===== src/hdl/scm_pkg.sv =====
// package: register map, field layout and reset values of the system-configuration misc registers
package scm_pkg;

	// register byte addresses
	localparam logic [31:0] CLKOUT_DIV_ADDR = 32'h400480E8;
	localparam logic [31:0] CAP_LOW_ADDR = 32'h40048100;
	localparam logic [31:0] CAP_HIGH_ADDR = 32'h40048104;
	localparam logic [31:0] BOD_CTRL_ADDR = 32'h40048150;
	localparam logic [31:0] TICK_CAL_ADDR = 32'h40048154;
	localparam logic [31:0] EDGE_LOW_ADDR = 32'h40048200;
	localparam logic [31:0] EDGE_HIGH_ADDR = 32'h40048210;

	// field widths and positions
	localparam int DIV_W = 8;
	localparam int PORT0_LSB = 0;
	localparam int PORT1_LSB = 12;
	localparam int PORT2_LSB = 24;
	localparam int PORT_PINS = 12;
	localparam int PORT2_LOW_PINS = 8;
	localparam int PORT3_PINS = 6;
	localparam int CAP_HIGH_W = 10;
	localparam int BOD_RST_LEV_LSB = 0;
	localparam int BOD_INT_LEV_LSB = 2;
	localparam int BOD_RST_ENA_BIT = 4;
	localparam int BOD_W = 5;
	localparam int TICK_CAL_W = 26;
	localparam int EDGE_HIGH_W = 8;
	localparam int WAKE_LINES = 40;

	// reset values
	localparam logic [7:0] CLKOUT_DIV_RST = 8'h00;
	localparam logic [1:0] BOD_LEVEL_RST = 2'h0;
	localparam logic [25:0] TICK_CAL_RST = 26'h0000004;
	localparam logic [31:0] EDGE_LOW_RST = 32'h00000000;
	localparam logic [7:0] EDGE_HIGH_RST = 8'h00;

	// power-on capture sequence, gray along the path
	typedef enum logic [1:0] {
		CAP_SETTLE1 = 2'b00,
		CAP_SETTLE2 = 2'b01,
		CAP_TAKE = 2'b11,
		CAP_DONE = 2'b10
	} scm_cap_state_t;

endpackage


===== src/hdl/scm_misc_regs.sv =====
// system-configuration misc registers: clock output divider, power-on capture, brown-out, tick cal, wake edges
`timescale 1ns/1ps
module scm_misc_regs
(
	// clock and reset
	input wire logic ref_clk,
	input wire logic reset_n,
	// register port
	input wire logic [31:0] busAddr,
	input wire logic [31:0] busWdata,
	input wire logic busWrite,
	input wire logic busRead,
	output logic [31:0] busRdata,
	// output clock
	input wire logic clkSrcTick,
	output logic clkOut,
	// general-purpose pins
	input wire logic [11:0] port0Pins,
	input wire logic [11:0] port1Pins,
	input wire logic [11:0] port2Pins,
	input wire logic [5:0] port3Pins,
	// brown-out detector
	input wire logic [3:0] bodIntTrip,
	input wire logic [3:0] bodRstTrip,
	output logic [1:0] brownoutResetLevel,
	output logic [1:0] brownoutInterruptLevel,
	output logic brownoutIrq,
	output logic brownoutReset,
	// tick timer and wake-up
	output logic [25:0] coreTickCalibration,
	output logic [39:0] wakeStart
);
	logic [41:0] pinMeta_q;
	logic [41:0] pinSync_q;
	logic [31:0] capLow_q;
	logic [9:0] capHigh_q;
	scm_pkg::scm_cap_state_t capState_q;
	logic [7:0] clkDiv_q;
	logic [1:0] rstLevel_q;
	logic [1:0] intLevel_q;
	logic rstEna_q;
	logic [3:0] intMeta_q;
	logic [3:0] intSync_q;
	logic [3:0] rstMeta_q;
	logic [3:0] rstSync_q;
	logic irq_q;
	logic bodRst_q;
	logic [25:0] tickCal_q;
	logic [31:0] edgeLow_q;
	logic [7:0] edgeHigh_q;
	logic [31:0] rdata_d;
	logic [31:0] rdata_q;
	logic clkOutInt;
	logic [39:0] wakeStartInt;
	logic [39:0] wakePins;
	logic [39:0] edgeAll;

	// pin synchronisers for the power-on capture
	always_ff @(posedge ref_clk or negedge reset_n)
	begin
		if (!reset_n)
		begin
			pinMeta_q <= '0;
			pinSync_q <= '0;
		end
		else
		begin
			pinMeta_q <= {port3Pins, port2Pins, port1Pins, port0Pins};
			pinSync_q <= pinMeta_q;
		end
	end

	// capture sequence: wait for synchronised pins, then take them once
	always_ff @(posedge ref_clk or negedge reset_n)
	begin
		if (!reset_n)
			capState_q <= scm_pkg::CAP_SETTLE1;
		else
		begin
			case (capState_q)
				scm_pkg::CAP_SETTLE1: capState_q <= scm_pkg::CAP_SETTLE2;
				scm_pkg::CAP_SETTLE2: capState_q <= scm_pkg::CAP_TAKE;
				scm_pkg::CAP_TAKE: capState_q <= scm_pkg::CAP_DONE;
				scm_pkg::CAP_DONE: capState_q <= scm_pkg::CAP_DONE;
				default: capState_q <= scm_pkg::CAP_DONE;
			endcase
		end
	end

	// captured levels; no bus write path reaches them
	always_ff @(posedge ref_clk or negedge reset_n)
	begin
		if (!reset_n)
		begin
			capLow_q <= '0;
			capHigh_q <= '0;
		end
		else if (capState_q == scm_pkg::CAP_TAKE)
		begin
			capLow_q <= {pinSync_q[31:24], pinSync_q[23:12], pinSync_q[11:0]};
			capHigh_q <= pinSync_q[41:32];
		end
	end

	// output clock divider register
	always_ff @(posedge ref_clk or negedge reset_n)
	begin
		if (!reset_n)
			clkDiv_q <= scm_pkg::CLKOUT_DIV_RST;
		else if (busWrite && busAddr == scm_pkg::CLKOUT_DIV_ADDR)
			clkDiv_q <= busWdata[7:0];
	end

	scm_clkout_div u_clkout_div
	(
		.ref_clk(ref_clk),
		.reset_n(reset_n),
		.srcTick(clkSrcTick),
		.divValue(clkDiv_q),
		.clkOut(clkOutInt)
	);

	assign clkOut = clkOutInt;

	// brown-out control fields
	always_ff @(posedge ref_clk or negedge reset_n)
	begin
		if (!reset_n)
		begin
			rstLevel_q <= scm_pkg::BOD_LEVEL_RST;
			intLevel_q <= scm_pkg::BOD_LEVEL_RST;
			rstEna_q <= 1'b0;
		end
		else if (busWrite && busAddr == scm_pkg::BOD_CTRL_ADDR)
		begin
			rstLevel_q <= busWdata[scm_pkg::BOD_RST_LEV_LSB +: 2];
			intLevel_q <= busWdata[scm_pkg::BOD_INT_LEV_LSB +: 2];
			rstEna_q <= busWdata[scm_pkg::BOD_RST_ENA_BIT];
		end
	end

	// detector comparator synchronisers
	always_ff @(posedge ref_clk or negedge reset_n)
	begin
		if (!reset_n)
		begin
			intMeta_q <= '0;
			intSync_q <= '0;
			rstMeta_q <= '0;
			rstSync_q <= '0;
		end
		else
		begin
			intMeta_q <= bodIntTrip;
			intSync_q <= intMeta_q;
			rstMeta_q <= bodRstTrip;
			rstSync_q <= rstMeta_q;
		end
	end

	// interrupt and forced reset requests
	always_ff @(posedge ref_clk or negedge reset_n)
	begin
		if (!reset_n)
		begin
			irq_q <= 1'b0;
			bodRst_q <= 1'b0;
		end
		else
		begin
			irq_q <= intSync_q[intLevel_q];
			bodRst_q <= rstEna_q & rstSync_q[rstLevel_q];
		end
	end

	assign brownoutResetLevel = rstLevel_q;
	assign brownoutInterruptLevel = intLevel_q;
	assign brownoutIrq = irq_q;
	assign brownoutReset = bodRst_q;

	// tick calibration
	always_ff @(posedge ref_clk or negedge reset_n)
	begin
		if (!reset_n)
			tickCal_q <= scm_pkg::TICK_CAL_RST;
		else if (busWrite && busAddr == scm_pkg::TICK_CAL_ADDR)
			tickCal_q <= busWdata[25:0];
	end

	assign coreTickCalibration = tickCal_q;

	// wake-up edge select registers
	always_ff @(posedge ref_clk or negedge reset_n)
	begin
		if (!reset_n)
		begin
			edgeLow_q <= scm_pkg::EDGE_LOW_RST;
			edgeHigh_q <= scm_pkg::EDGE_HIGH_RST;
		end
		else
		begin
			if (busWrite && busAddr == scm_pkg::EDGE_LOW_ADDR)
				edgeLow_q <= busWdata;
			if (busWrite && busAddr == scm_pkg::EDGE_HIGH_ADDR)
				edgeHigh_q <= busWdata[7:0];
		end
	end

	// wake line n is pin n in port order
	assign wakePins = {port3Pins[3:0], port2Pins[11:8], port2Pins[7:0], port1Pins, port0Pins};
	assign edgeAll = {edgeHigh_q, edgeLow_q};

	scm_wake_edge u_wake_edge
	(
		.ref_clk(ref_clk),
		.reset_n(reset_n),
		.wakePins(wakePins),
		.edgeSelect(edgeAll),
		.wakeStart(wakeStartInt)
	);

	assign wakeStart = wakeStartInt;

	// read mux; unmapped addresses read zero
	always_comb
	begin
		rdata_d = 32'h00000000;
		case (busAddr)
			scm_pkg::CLKOUT_DIV_ADDR: rdata_d = {24'h000000, clkDiv_q};
			scm_pkg::CAP_LOW_ADDR: rdata_d = capLow_q;
			scm_pkg::CAP_HIGH_ADDR: rdata_d = {22'h000000, capHigh_q};
			scm_pkg::BOD_CTRL_ADDR: rdata_d = {27'h0000000, rstEna_q, intLevel_q, rstLevel_q};
			scm_pkg::TICK_CAL_ADDR: rdata_d = {6'h00, tickCal_q};
			scm_pkg::EDGE_LOW_ADDR: rdata_d = edgeLow_q;
			scm_pkg::EDGE_HIGH_ADDR: rdata_d = {24'h000000, edgeHigh_q};
			default: rdata_d = 32'h00000000;
		endcase
	end

	always_ff @(posedge ref_clk or negedge reset_n)
	begin
		if (!reset_n)
			rdata_q <= 32'h00000000;
		else if (busRead)
			rdata_q <= rdata_d;
		else
			rdata_q <= 32'h00000000;
	end

	assign busRdata = rdata_q;

	property p_cap_take;
		@(posedge ref_clk) disable iff (!reset_n)
		(capState_q == scm_pkg::CAP_TAKE) |=> (capLow_q[11:0] == $past(pinSync_q[11:0])
			&& capLow_q[31:24] == $past(pinSync_q[31:24]));
	endproperty
	a_cap_take: assert property (p_cap_take) else $error("low capture mapping wrong");

	property p_cap_high;
		@(posedge ref_clk) disable iff (!reset_n)
		(capState_q == scm_pkg::CAP_TAKE) |=> (capHigh_q == $past(pinSync_q[41:32]));
	endproperty
	a_cap_high: assert property (p_cap_high) else $error("high capture mapping wrong");

	property p_cap_ro;
		@(posedge ref_clk) disable iff (!reset_n)
		(capState_q == scm_pkg::CAP_DONE) |=> ($stable(capLow_q) && $stable(capHigh_q));
	endproperty
	a_cap_ro: assert property (p_cap_ro) else $error("captured levels changed after capture");

	property p_cap_once;
		@(posedge ref_clk) disable iff (!reset_n)
		$rose(reset_n) |-> ##[0:4] (capState_q == scm_pkg::CAP_DONE);
	endproperty
	a_cap_once: assert property (p_cap_once) else $error("power-on capture not taken");

	property p_rst_level;
		@(posedge ref_clk) disable iff (!reset_n)
		(busWrite && busAddr == scm_pkg::BOD_CTRL_ADDR) |=> (brownoutResetLevel == $past(busWdata[1:0]));
	endproperty
	a_rst_level: assert property (p_rst_level) else $error("reset level field not written");

	property p_int_level;
		@(posedge ref_clk) disable iff (!reset_n)
		(busWrite && busAddr == scm_pkg::BOD_CTRL_ADDR) |=> (brownoutInterruptLevel == $past(busWdata[3:2]));
	endproperty
	a_int_level: assert property (p_int_level) else $error("interrupt level field not written");

	property p_irq;
		@(posedge ref_clk) disable iff (!reset_n)
		(intSync_q[intLevel_q] && $stable(intLevel_q)) |=> brownoutIrq;
	endproperty
	a_irq: assert property (p_irq) else $error("brown-out interrupt missed");

	property p_rst_ena;
		@(posedge ref_clk) disable iff (!reset_n)
		(!rstEna_q) |=> !brownoutReset;
	endproperty
	a_rst_ena: assert property (p_rst_ena) else $error("forced reset while disabled");

	property p_tick_read;
		@(posedge ref_clk) disable iff (!reset_n)
		(busRead && busAddr == scm_pkg::TICK_CAL_ADDR) |=> (busRdata == {6'h00, $past(tickCal_q)});
	endproperty
	a_tick_read: assert property (p_tick_read) else $error("tick calibration readback wrong");

	property p_edge_write;
		@(posedge ref_clk) disable iff (!reset_n)
		(busWrite && busAddr == scm_pkg::EDGE_LOW_ADDR) |=> (edgeAll[31:0] == $past(busWdata));
	endproperty
	a_edge_write: assert property (p_edge_write) else $error("edge select low not written");

	property p_div_write;
		@(posedge ref_clk) disable iff (!reset_n)
		(busWrite && busAddr == scm_pkg::CLKOUT_DIV_ADDR) |=> (clkDiv_q == $past(busWdata[7:0]));
	endproperty
	a_div_write: assert property (p_div_write) else $error("output clock divider not written");

	property p_rst_fire;
		@(posedge ref_clk) disable iff (!reset_n)
		(rstEna_q && rstSync_q[rstLevel_q]) |=> brownoutReset;
	endproperty
	a_rst_fire: assert property (p_rst_fire) else $error("forced reset missed at selected level");

	c_irq: cover property (@(posedge ref_clk) disable iff (!reset_n) $rose(brownoutIrq));
	c_bod_rst: cover property (@(posedge ref_clk) disable iff (!reset_n) $rose(brownoutReset));
	c_clk_run: cover property (@(posedge ref_clk) disable iff (!reset_n) $rose(clkOut) ##[1:600] $fell(clkOut));
	c_wake: cover property (@(posedge ref_clk) disable iff (!reset_n) wakeStart[32]);

endmodule


===== src/hdl/scm_clkout_div.sv =====
// output clock divider: glitch-free divide of the source clock tick stream
`timescale 1ns/1ps
module scm_clkout_div
(
	// clock and reset
	input wire logic ref_clk,
	input wire logic reset_n,
	// source and setting
	input wire logic srcTick,
	input wire logic [7:0] divValue,
	// divided output
	output logic clkOut
);
	logic [7:0] cnt_q;
	logic [7:0] divLat_q;
	logic clkOut_q;

	// new value taken only at a period boundary with the output low
	always_ff @(posedge ref_clk or negedge reset_n)
	begin
		if (!reset_n)
		begin
			cnt_q <= 8'h01;
			divLat_q <= 8'h00;
			clkOut_q <= 1'b0;
		end
		else if (srcTick)
		begin
			if (cnt_q != 8'h01)
				cnt_q <= cnt_q - 8'h01;
			else if (clkOut_q)
			begin
				clkOut_q <= 1'b0;
				cnt_q <= divLat_q;
			end
			else
			begin
				divLat_q <= divValue;
				if (divValue != 8'h00)
				begin
					clkOut_q <= 1'b1;
					cnt_q <= divValue;
				end
			end
		end
	end

	assign clkOut = clkOut_q;

	property p_div_stop;
		@(posedge ref_clk) disable iff (!reset_n)
		(divValue == 8'h00 && !clkOut_q) |=> !clkOut_q;
	endproperty
	a_div_stop: assert property (p_div_stop) else $error("output clock runs with divider zero");

	property p_no_runt;
		@(posedge ref_clk) disable iff (!reset_n)
		(clkOut_q && !(srcTick && cnt_q == 8'h01)) |=> clkOut_q;
	endproperty
	a_no_runt: assert property (p_no_runt) else $error("output clock high phase cut short");

endmodule


===== src/hdl/scm_wake_edge.sv =====
// wake-up edge detection: per pin synchroniser and selectable edge detector
`timescale 1ns/1ps
module scm_wake_edge
(
	// clock and reset
	input wire logic ref_clk,
	input wire logic reset_n,
	// pins and edge choice
	input wire logic [39:0] wakePins,
	input wire logic [39:0] edgeSelect,
	// one-cycle start pulses
	output logic [39:0] wakeStart
);
	logic [39:0] meta_q;
	logic [39:0] sync_q;
	logic [39:0] prev_q;
	logic [39:0] start_q;

	genvar i;
	generate
		for (i = 0; i < scm_pkg::WAKE_LINES; i++)
		begin : g_line
			always_ff @(posedge ref_clk or negedge reset_n)
			begin
				if (!reset_n)
				begin
					meta_q[i] <= 1'b0;
					sync_q[i] <= 1'b0;
					prev_q[i] <= 1'b0;
					start_q[i] <= 1'b0;
				end
				else
				begin
					meta_q[i] <= wakePins[i];
					sync_q[i] <= meta_q[i];
					prev_q[i] <= sync_q[i];
					// 0 selects falling, 1 selects rising
					start_q[i] <= edgeSelect[i] ? (sync_q[i] & ~prev_q[i]) : (~sync_q[i] & prev_q[i]);
				end
			end
		end
	endgenerate

	assign wakeStart = start_q;

	property p_rise_start;
		@(posedge ref_clk) disable iff (!reset_n)
		(edgeSelect[0] && sync_q[0] && !prev_q[0]) |=> wakeStart[0];
	endproperty
	a_rise_start: assert property (p_rise_start) else $error("rising edge missed on line 0");

	property p_fall_start;
		@(posedge ref_clk) disable iff (!reset_n)
		(!edgeSelect[39] && !sync_q[39] && prev_q[39]) |=> wakeStart[39];
	endproperty
	a_fall_start: assert property (p_fall_start) else $error("falling edge missed on line 39");

endmodule


===== config.mk =====
export PLATFORM = sky130hd
export DESIGN_NAME = scm_misc_regs
export DESIGN_NICKNAME = d
export VERILOG_FILES = /design/src/hdl/scm_pkg.sv /design/src/hdl/scm_misc_regs.sv /design/src/hdl/scm_clkout_div.sv /design/src/hdl/scm_wake_edge.sv
export SDC_FILE = /design/constraint.sdc
export NUM_CORES = 1
export LEC_CHECK = 0
export ABC_CLOCK_PERIOD_IN_PS = 2100
export BUFFER_PORTS_ARGS = -buffer_cell sky130_fd_sc_hd__buf_2
export CELL_PAD_IN_SITES_DETAIL_PLACEMENT = 2
export CELL_PAD_IN_SITES_GLOBAL_PLACEMENT = 2
export CORE_MARGIN = 2
export CORE_UTILIZATION = 37
export DETAILED_ROUTE_END_ITERATION = 12
export HOLD_SLACK_MARGIN = 0.08
export PLACE_DENSITY_LB_ADDON = 0.1
export RECOVER_POWER = 50
export SETUP_SLACK_MARGIN = 0.5
export SYNTH_ARGS = -nofsm -noshare
export SYNTH_HDL_FRONTEND = slang
export SYNTH_HIERARCHICAL = 1
export SYNTH_SLANG_ARGS = --single-unit
export TNS_END_PERCENT = 50

===== constraint.sdc =====
create_clock -name ref_clk -period 2.1 [get_ports ref_clk]
set_input_delay 0.21 -clock ref_clk [delete_from_list [all_inputs] [get_ports ref_clk]]
set_output_delay 0.21 -clock ref_clk [all_outputs]
set_load 0.02 [all_outputs]

==> summary.md, run 1 <==
| Metric | Value |
|---|---|
| Area delta synth->final | `31.2%` |
| Longest Clk Path Bufs | `3` |
| Max_slew headroom | `-0.0450` |
| Arrival @ worst endpoint | `2.40 ns` |
| Post-synthesis register bit count | `approximately 430` |
| Synthesized area | `0.0153 mm^2` |
| CP cell instances | `ha_4, or3b_4, nor2_4, buf_4, mux2_4, mux2i_1` |
| Share of layout cells above drive strength 1 | `0.399` |
| Critical path's top delay family | `simple AND/OR/NAND/NOR gates` |
| Ys flop type | `dfrtp_1` |
| Total power | `18700 uW` |
| Buffers added on ports | `223` |
| Net Sw Frac | `0.224` |
| Via count | `approximately 9400` |
| Slew of the pin with the lowest slew margin | `~1.6 ns` |
| Setup CP Type | `reg -> reg` |
| Power per cell area | `roughly 930 mW/mm^2` |
| Die X | `207 um` |
| DP Wirelength | `approximately 28000 um` |
| CTS Sinks | `around 430` |
| Nets@finish | `~1400` |
| Max H-tree Level | `2` |
| Outcome | `finished, violations left` |
| Comb pwr share | `0.057` |
| TritonCTS Buffers | `between 40 and 50` |
| Distinct cells, synth | `between 60 and 70` |
| CP Buf/Inv Count | `1` |
| Routability Congestion | `0.773` |
| CP Data Required Time | `roughly 2.6 ns` |
| Post-Synthesis Cells | `between 900 and 1000` |
| Unrepaired setup endpoints after global routing | `yes` |
| Post-synthesis average cell area | `between 15 and 20 um^2` |
| CP Launch Type | `flop` |
| CTS root buf | `clkbuf_16` |
| Drt pass-1 iters | `4` |
| Max Freq | `524 MHz` |
| Slowest CP cell | `dfstp_2` |
| Commonest cells in the netlist | `dfrtp_1 (432), mux2_2 (139), nand2_1 (43), nand2b_1 (40), o22ai_2 (39)` |
| Yosys top cell by area | `dfrtp_1` |
| Chip Height | `around 210 um` |
| # DRC | `0` |
| Count of yosys warnings during synthesis | `6` |
| ANT nets after route | `0` |
| Final setup fails | `0` |
| Flop pwr share | `0.479` |
| Drt initial violations | `approximately 330` |
| ANT cells | `0` |
| Top post-synthesis cells by area | `dfrtp_1 (71%), mux2_2 (10%), o22ai_2 (3.2%)` |
| Fin area | `0.0200 mm^2` |
| DP Area | `~0.018 mm^2` |
| Nature of the critical path endpoint | `flop` |
| Vias in the first global route | `~11000` |
| Pint | `between 10000 and 15000 uW` |
| Sw Pwr | `between 4000 and 5000 uW` |
| Final Skew | `~0.029 ns` |
| Post-Route WL | `42100 um` |
| Initial antenna violation count | `0` |
| Routed WL per cell | `roughly 22 um` |
| Global-route wire length before repair | `approximately 66000 um` |
| I/O Pins | `224` |
| Hold Violations, Final | `0` |
| CTS tree | `done` |
| Most common cell in the synthesized netlist | `dfrtp_1` |
| Placed Cells | `between 1500 and 2000` |
| Seq/Total Area, Yosys | `0.711` |
| HP Class | `in -> reg` |
| Worst-Skew Late Latency | `0.59 ns` |
| Std cell rows | `74` |
| Finished Layout Cells | `between 1500 and 2000` |
| Largest net degree at the start of global routing | `86` |
| Ys async rst share | `1.00` |
| Post-synth EDFFs | `0` |
| Failing checks | `capacitance limit, slew limit` |
| Die footprint | `0.0429 mm^2` |
| Pleak | `approximately 0.0093 uW` |
| Clock transition at path regs | `roughly 0.060 ns` |
| Max_cap viols | `1` |
| CORE AREA | `just over 0.04 mm^2` |
| Clock power frac | `0.464` |
| Tot GR Track Use | `0.201` |
| Crit path max fanout | `5` |
| Peak VDD IR | `0.598 mV` |
| GRT overflow | `0` |
| Slowest cell delay on critical path | `0.56 ns` |
| Top cell type's share of synthesized area | `0.707` |
| Net Count, Synth | `between 1000 and 1500` |
| Final worst path period share | `0.908` |
| Vias per cell | `about 5` |
| Slew Viols, Final | `between 40 and 50` |
| Crit path time final | `approximately 1.9 ns` |
| Starting Density | `0.374` |
flip-flops by register name (all words and copies together) (netlist names), 8 cells and up:
| name | flops |
|---|---|
| pinMeta_q | 42 |
| pinSync_q | 42 |
| u_wake_edge/meta_q | 40 |
| u_wake_edge/prev_q | 40 |
| u_wake_edge/sync_q | 40 |
| u_wake_edge/wakeStart | 40 |
| busRdata | 32 |
| capLow_q | 32 |
| edgeLow_q | 32 |
| coreTickCalibration | 26 |
| capHigh_q | 10 |
| clkDiv_q | 8 |
| edgeHigh_q | 8 |
| u_clkout_div/cnt_q | 8 |
| u_clkout_div/divLat_q | 8 |
layout make-up:
class,count,area (um^2)
timing repair buffer,358,2460
sequential,434,10900
clock buffer,67,1380
clock inverter,19,268
fill,3825,20800
inverter,7,26.3
tap,532,666
multi-input combinational,472,4380
stage by stage:
step                      hold slack, ns  setup slack (ns)  TNS (ns)  utilization
after floorplan                  -0.0856             0.247         0            -
after global placement             0.181            0.0561         0        0.435
after detailed placement           0.188           -0.0304    -0.125        0.435
after CTS                         0.0822             0.186         0        0.496
after global routing               0.116             0.111         0        0.491
final                              0.114             0.193         0        0.491
logic make-up after synthesis:
| kind of cell | share of synthesized area |
|---|---|
| AO/OA/AOI/OAI | 0.0779 |
| multiplexers | 0.122 |
| buffers and inverters | 0.0133 |
| adder cells (fa/ha/maj) | 0.00164 |
| flip-flops | 0.711 |
| AND/OR/NAND/NOR | 0.0739 |
worst reg2reg max path, delay by kind of cell, from the launching register on:
family | cells | cell delay [ns]
muxes | 2 | 0.41
adders and majority gates | 1 | 0.13
buffers and inverters | 1 | 0.15
DFF | 1 | 0.56
and+or+nand+nor | 2 | 0.58
cells in the final DEF, fill, tap and decap left out, drive strengths merged, types with 3 or more instances in the layout:
cell         synthesis  final
nor4                10     10
dlygate4sd3          0     83
clkbuf               6    108
dfrtp              432    432
mux2               145    145
inv                  7      7
mux2i               19     19
a311oi               3      3
buf                 26    234
o21ai                3      3
or3                  3      3
nand2b              40     40
a32oi                6      6
nand4                7      7
nor2                 9      9
nor4b                4      4
nand3               11     11
a22o                16     16
nor3                32     32
a22oi               31     31
and3                 3      3
clkinv               0     13
o2bb2ai              3      3
o22ai               39     39
a211oi               5      5
o211a                3      3
nand3b               3      3
bufinv               0      6
nand2               44     44
o22a                 8      8
final timing paths:
check / cells after the start / start / slack [ns] / endpoint
worst max-delay path: 6 / u_clkout_div/cnt_q[0] / 0.19 / u_clkout_div/cnt_q[1]
worst min-delay path: 3 / clkSrcTick / 0.11 / u_clkout_div/cnt_q[5]
worst max register to register: 6 / u_clkout_div/cnt_q[0] / 0.19 / u_clkout_div/cnt_q[1]
worst min register to register: 0 / u_wake_edge/meta_q[8] / 0.34 / u_wake_edge/sync_q[8]
max in group asynchronous: 3 / reset_n / 0.35 / pinMeta_q[21]
min in group asynchronous: 2 / reset_n / 0.58 / u_wake_edge/wakeStart[33]
power groups by stage:
stage               clock, uW  sequential [uW]  combinational, uW
floorplan                   0             9090                387
global placement            0             9080                948
detailed placement          0             9110                983
CTS                      8940             8970               1120
global route             9270             9010               1180
finish                   8690             8970               1070
metal layers:
layer  global-route usage  vias to the layer above  share of wire
met4               0.0623                        0          0.024
met3               0.0360                       64          0.037
li1                     -                     4171              -
met2                0.365                      176           0.54
met5                    0                        -              0
met1                0.241                     4994           0.40
timing repair:
action,in CTS,in global routing
gates resized for setup,2,4
endpoints found under the setup margin,18,21
pin swaps,1,0
setup buffers,2,1
hold buffers,83,0
hold endpoints to repair,575,0
Note: power is estimated with default switching activity, not from simulation.
==> inputs of run 2 (changes only) <==
- PLACE_DENSITY: default -> 0.86
- PLACE_DENSITY_LB_ADDON: 0.1 -> default
==> run 2 against run 1 <==
The flow still finishes with violations (capacitance limit, slew limit). Critical path depth shrank 1. Critical path type unchanged. Non-clock buffer count grew 14. Sequential share of layout area is essentially flat. Clock-buffer cell count grew 3. Largest cell class unchanged.
==> summary.md, run 2 (synthesized netlist as in run 1, its figures left out) <==
| Metric | Value |
|---|---|
| Area of the multi-input gates | `between 0.004 and 0.005 mm^2` |
| # DRC | `0` |
| Vias per cell | `between 5 and 6` |
| Final Skew | `0.0275 ns` |
| GRT overflow | `0` |
| CTS root buf | `clkbuf_16` |
| CORE AREA | `0.0408 mm^2` |
| Tot GR Track Use | `0.247` |
| Max_cap viols | `1` |
| Worst Setup SP | `u_clkout_div/cnt_q[0]` |
| Chip Height | `slightly above 200 um` |
| Routed WL per cell | `27.4 um` |
| DP Wirelength | `30400 um` |
| CP Launch Type | `flop` |
| Drt initial violations | `approximately 420` |
| Initial antenna violation count | `9` |
| Clock transition at path regs | `0.07 ns` |
| Max_slew headroom | `-0.125` |
| Hold Violations, Final | `0` |
| Reg area | `0.0109 mm^2` |
| CTS Sinks | `~430` |
| Outcome | `finished, violations left` |
| Final worst path period share | `0.931` |
| FF-to-FF End | `u_clkout_div/divLat_q[7]` |
| Worst-Skew Late Latency | `approximately 0.58 ns` |
| Crit path max fanout | `8` |
| Routing usage on met2 | `0.451` |
| Die X | `between 200 and 250 um` |
| I/O Pins | `224` |
| Final setup fails | `0` |
| Largest regs | `pinMeta_q (42), pinSync_q (42)` |
| Post-Route WL | `approximately 52000 um` |
| Leading cell types in the layout, fill and taps excluded | `dfrtp_1 (432), buf_2 (185), mux2_2 (126), dlygate4sd3_1 (85), clkbuf_1 (50)` |
| Slew Viols, Final | `52` |
| Via count | `between 9000 and 10000` |
| Reg2reg setup slack | `0.15 ns` |
| Routability Congestion | `between 0.7 and 0.8` |
| Arrival @ worst endpoint | `2.41 ns` |
| Fill cell count | `between 3000 and 4000` |
| Largest net degree at the start of global routing | `61` |
| Power per cell area | `924 mW/mm^2` |
| ANT nets after route | `0` |
| Drt pass-1 iters | `5` |
| Placed Cells | `about 1700` |
| Setup CP Type | `reg -> reg` |
| Met3 usage | `0.0498` |
| Unrepaired setup endpoints after global routing | `yes` |
| Slew of the pin with the lowest slew margin | `between 1.5 and 2 ns` |
| Met1 Usage GRT | `0.279` |
| Finished Layout Cells | `about 1900` |
| Max H-tree Level | `2` |
| Starting Density | `0.374` |
| Area delta synth->final | `31.2%` |
| Pleak | `between 0.009 and 0.01 uW` |
| Crit path to | `u_clkout_div/divLat_q[7]` |
| Crit path time final | `around 2 ns` |
| Max Freq | `slightly above 500 MHz` |
| RR Startpoint | `u_clkout_div/cnt_q[0]` |
| Vias in the first global route | `roughly 12000` |
| Gr busiest metal | `met2` |
| Longest Clk Path Bufs | `3` |
| Global-route wire length before repair | `79500 um` |
| Nets@finish | `1454` |
| Buffers added on ports | `between 200 and 250` |
| Peak VDD IR | `about 0.65 mV` |
| TritonCTS Buffers | `46` |
| Nature of the critical path endpoint | `flop` |
| Die footprint | `0.0429 mm^2` |
| Share of layout cells above drive strength 1 | `0.401` |
| Most common cell after layout, fill and taps aside | `dfrtp_1` |
| Std cell rows | `74` |
| CTS tree | `done` |
| Util after Layout | `0.491` |
| CP Data Required Time | `between 2 and 3 ns` |
| HP Class | `in -> reg` |
| R2R depth | `5` |
| Failing checks | `capacitance limit, slew limit` |
[run 2: cell count changes in the layout (fill, tap and decap cells not counted), moves of 3 or more]
cell	previous run	this run
buf_6	4	1
bufinv_16	6	3
buf_4	34	40
clkbuf_2	2	9
o22ai_2	14	8
nor3_2	14	17
clkbuf_1	46	50
nor3_1	17	14
o22ai_1	25	31
clkinv_2	11	6
diode_2	0	5
[run 2: per-layer routing]
layer | share of wire | vias up
li1 | - | 4206
met4 | 0.039 | 8
met1 | 0.38 | 5312
met2 | 0.54 | 307
met5 | 0.00096 | -
met3 | 0.048 | 119
[run 2: worst min-delay path by stage]
stage                           from                         to  slack, ns  cells past startpoint
after floorplan              reset_n  brownoutInterruptLevel[0]      -0.09                      0
after global placement       reset_n   u_wake_edge/wakeStart[1]       0.20                      1
after detailed placement     reset_n   u_wake_edge/wakeStart[1]       0.20                      1
after CTS                 clkSrcTick      u_clkout_div/cnt_q[6]       0.08                      3
after global routing      clkSrcTick      u_clkout_div/cnt_q[6]        0.1                      3
final                     clkSrcTick      u_clkout_div/cnt_q[6]       0.12                      3
[run 2: per-stage QoR]
| step | area [um^2] | setup WS, ns | total power [uW] | setup TNS (ns) | hold WS (ns) |
|---|---|---|---|---|---|
| floorplan | 15600 | 0.247 | 9480 | 0 | -0.0856 |
| global placement | 17800 | 0.0525 | 10000 | 0 | 0.195 |
| detailed placement | 17800 | -0.117 | 10100 | -1.26 | 0.202 |
| CTS | 20200 | 0.171 | 18500 | 0 | 0.0849 |
| global route | 20000 | 0.0651 | 19100 | 0 | 0.100 |
| finish | 20100 | 0.145 | 18500 | 0 | 0.117 |
[run 2: worst max-delay path, cell delays in order (launching register included)]
cell      delay [ns]
dfstp_2         0.56
ha_4            0.14
or3b_4          0.40
nor2_4          0.23
nand3b_4        0.17
mux2_2          0.32
[run 2: power by group]
| group | leakage [uW] | internal, uW | switching [uW] |
|---|---|---|---|
| clock | 0.000744 | 4820 | 3480 |
| sequential | 0.00538 | 8730 | 306 |
| combinational | 0.00313 | 518 | 663 |
[run 2: layout make-up]
type / count / share of cell area
well taps: 532 / 0.0332
diodes: 5 / 0.000624
repair buffers: 372 / 0.128
clock inverters: 12 / 0.00817
inverters: 7 / 0.00131
flip-flops and latches: 434 / 0.542
clock buffers: 70 / 0.0674
multi-input cells: 472 / 0.219
[run 2: timing repair]
| action | CTS | global route |
|---|---|---|
| hold endpoints to repair | 476 | 0 |
| buffers inserted | 5 | 4 |
| hold buffers | 85 | 0 |
| pin swaps | 7 | 3 |
| setup endpoints to repair | 19 | 43 |
| resized for setup | 8 | 7 |
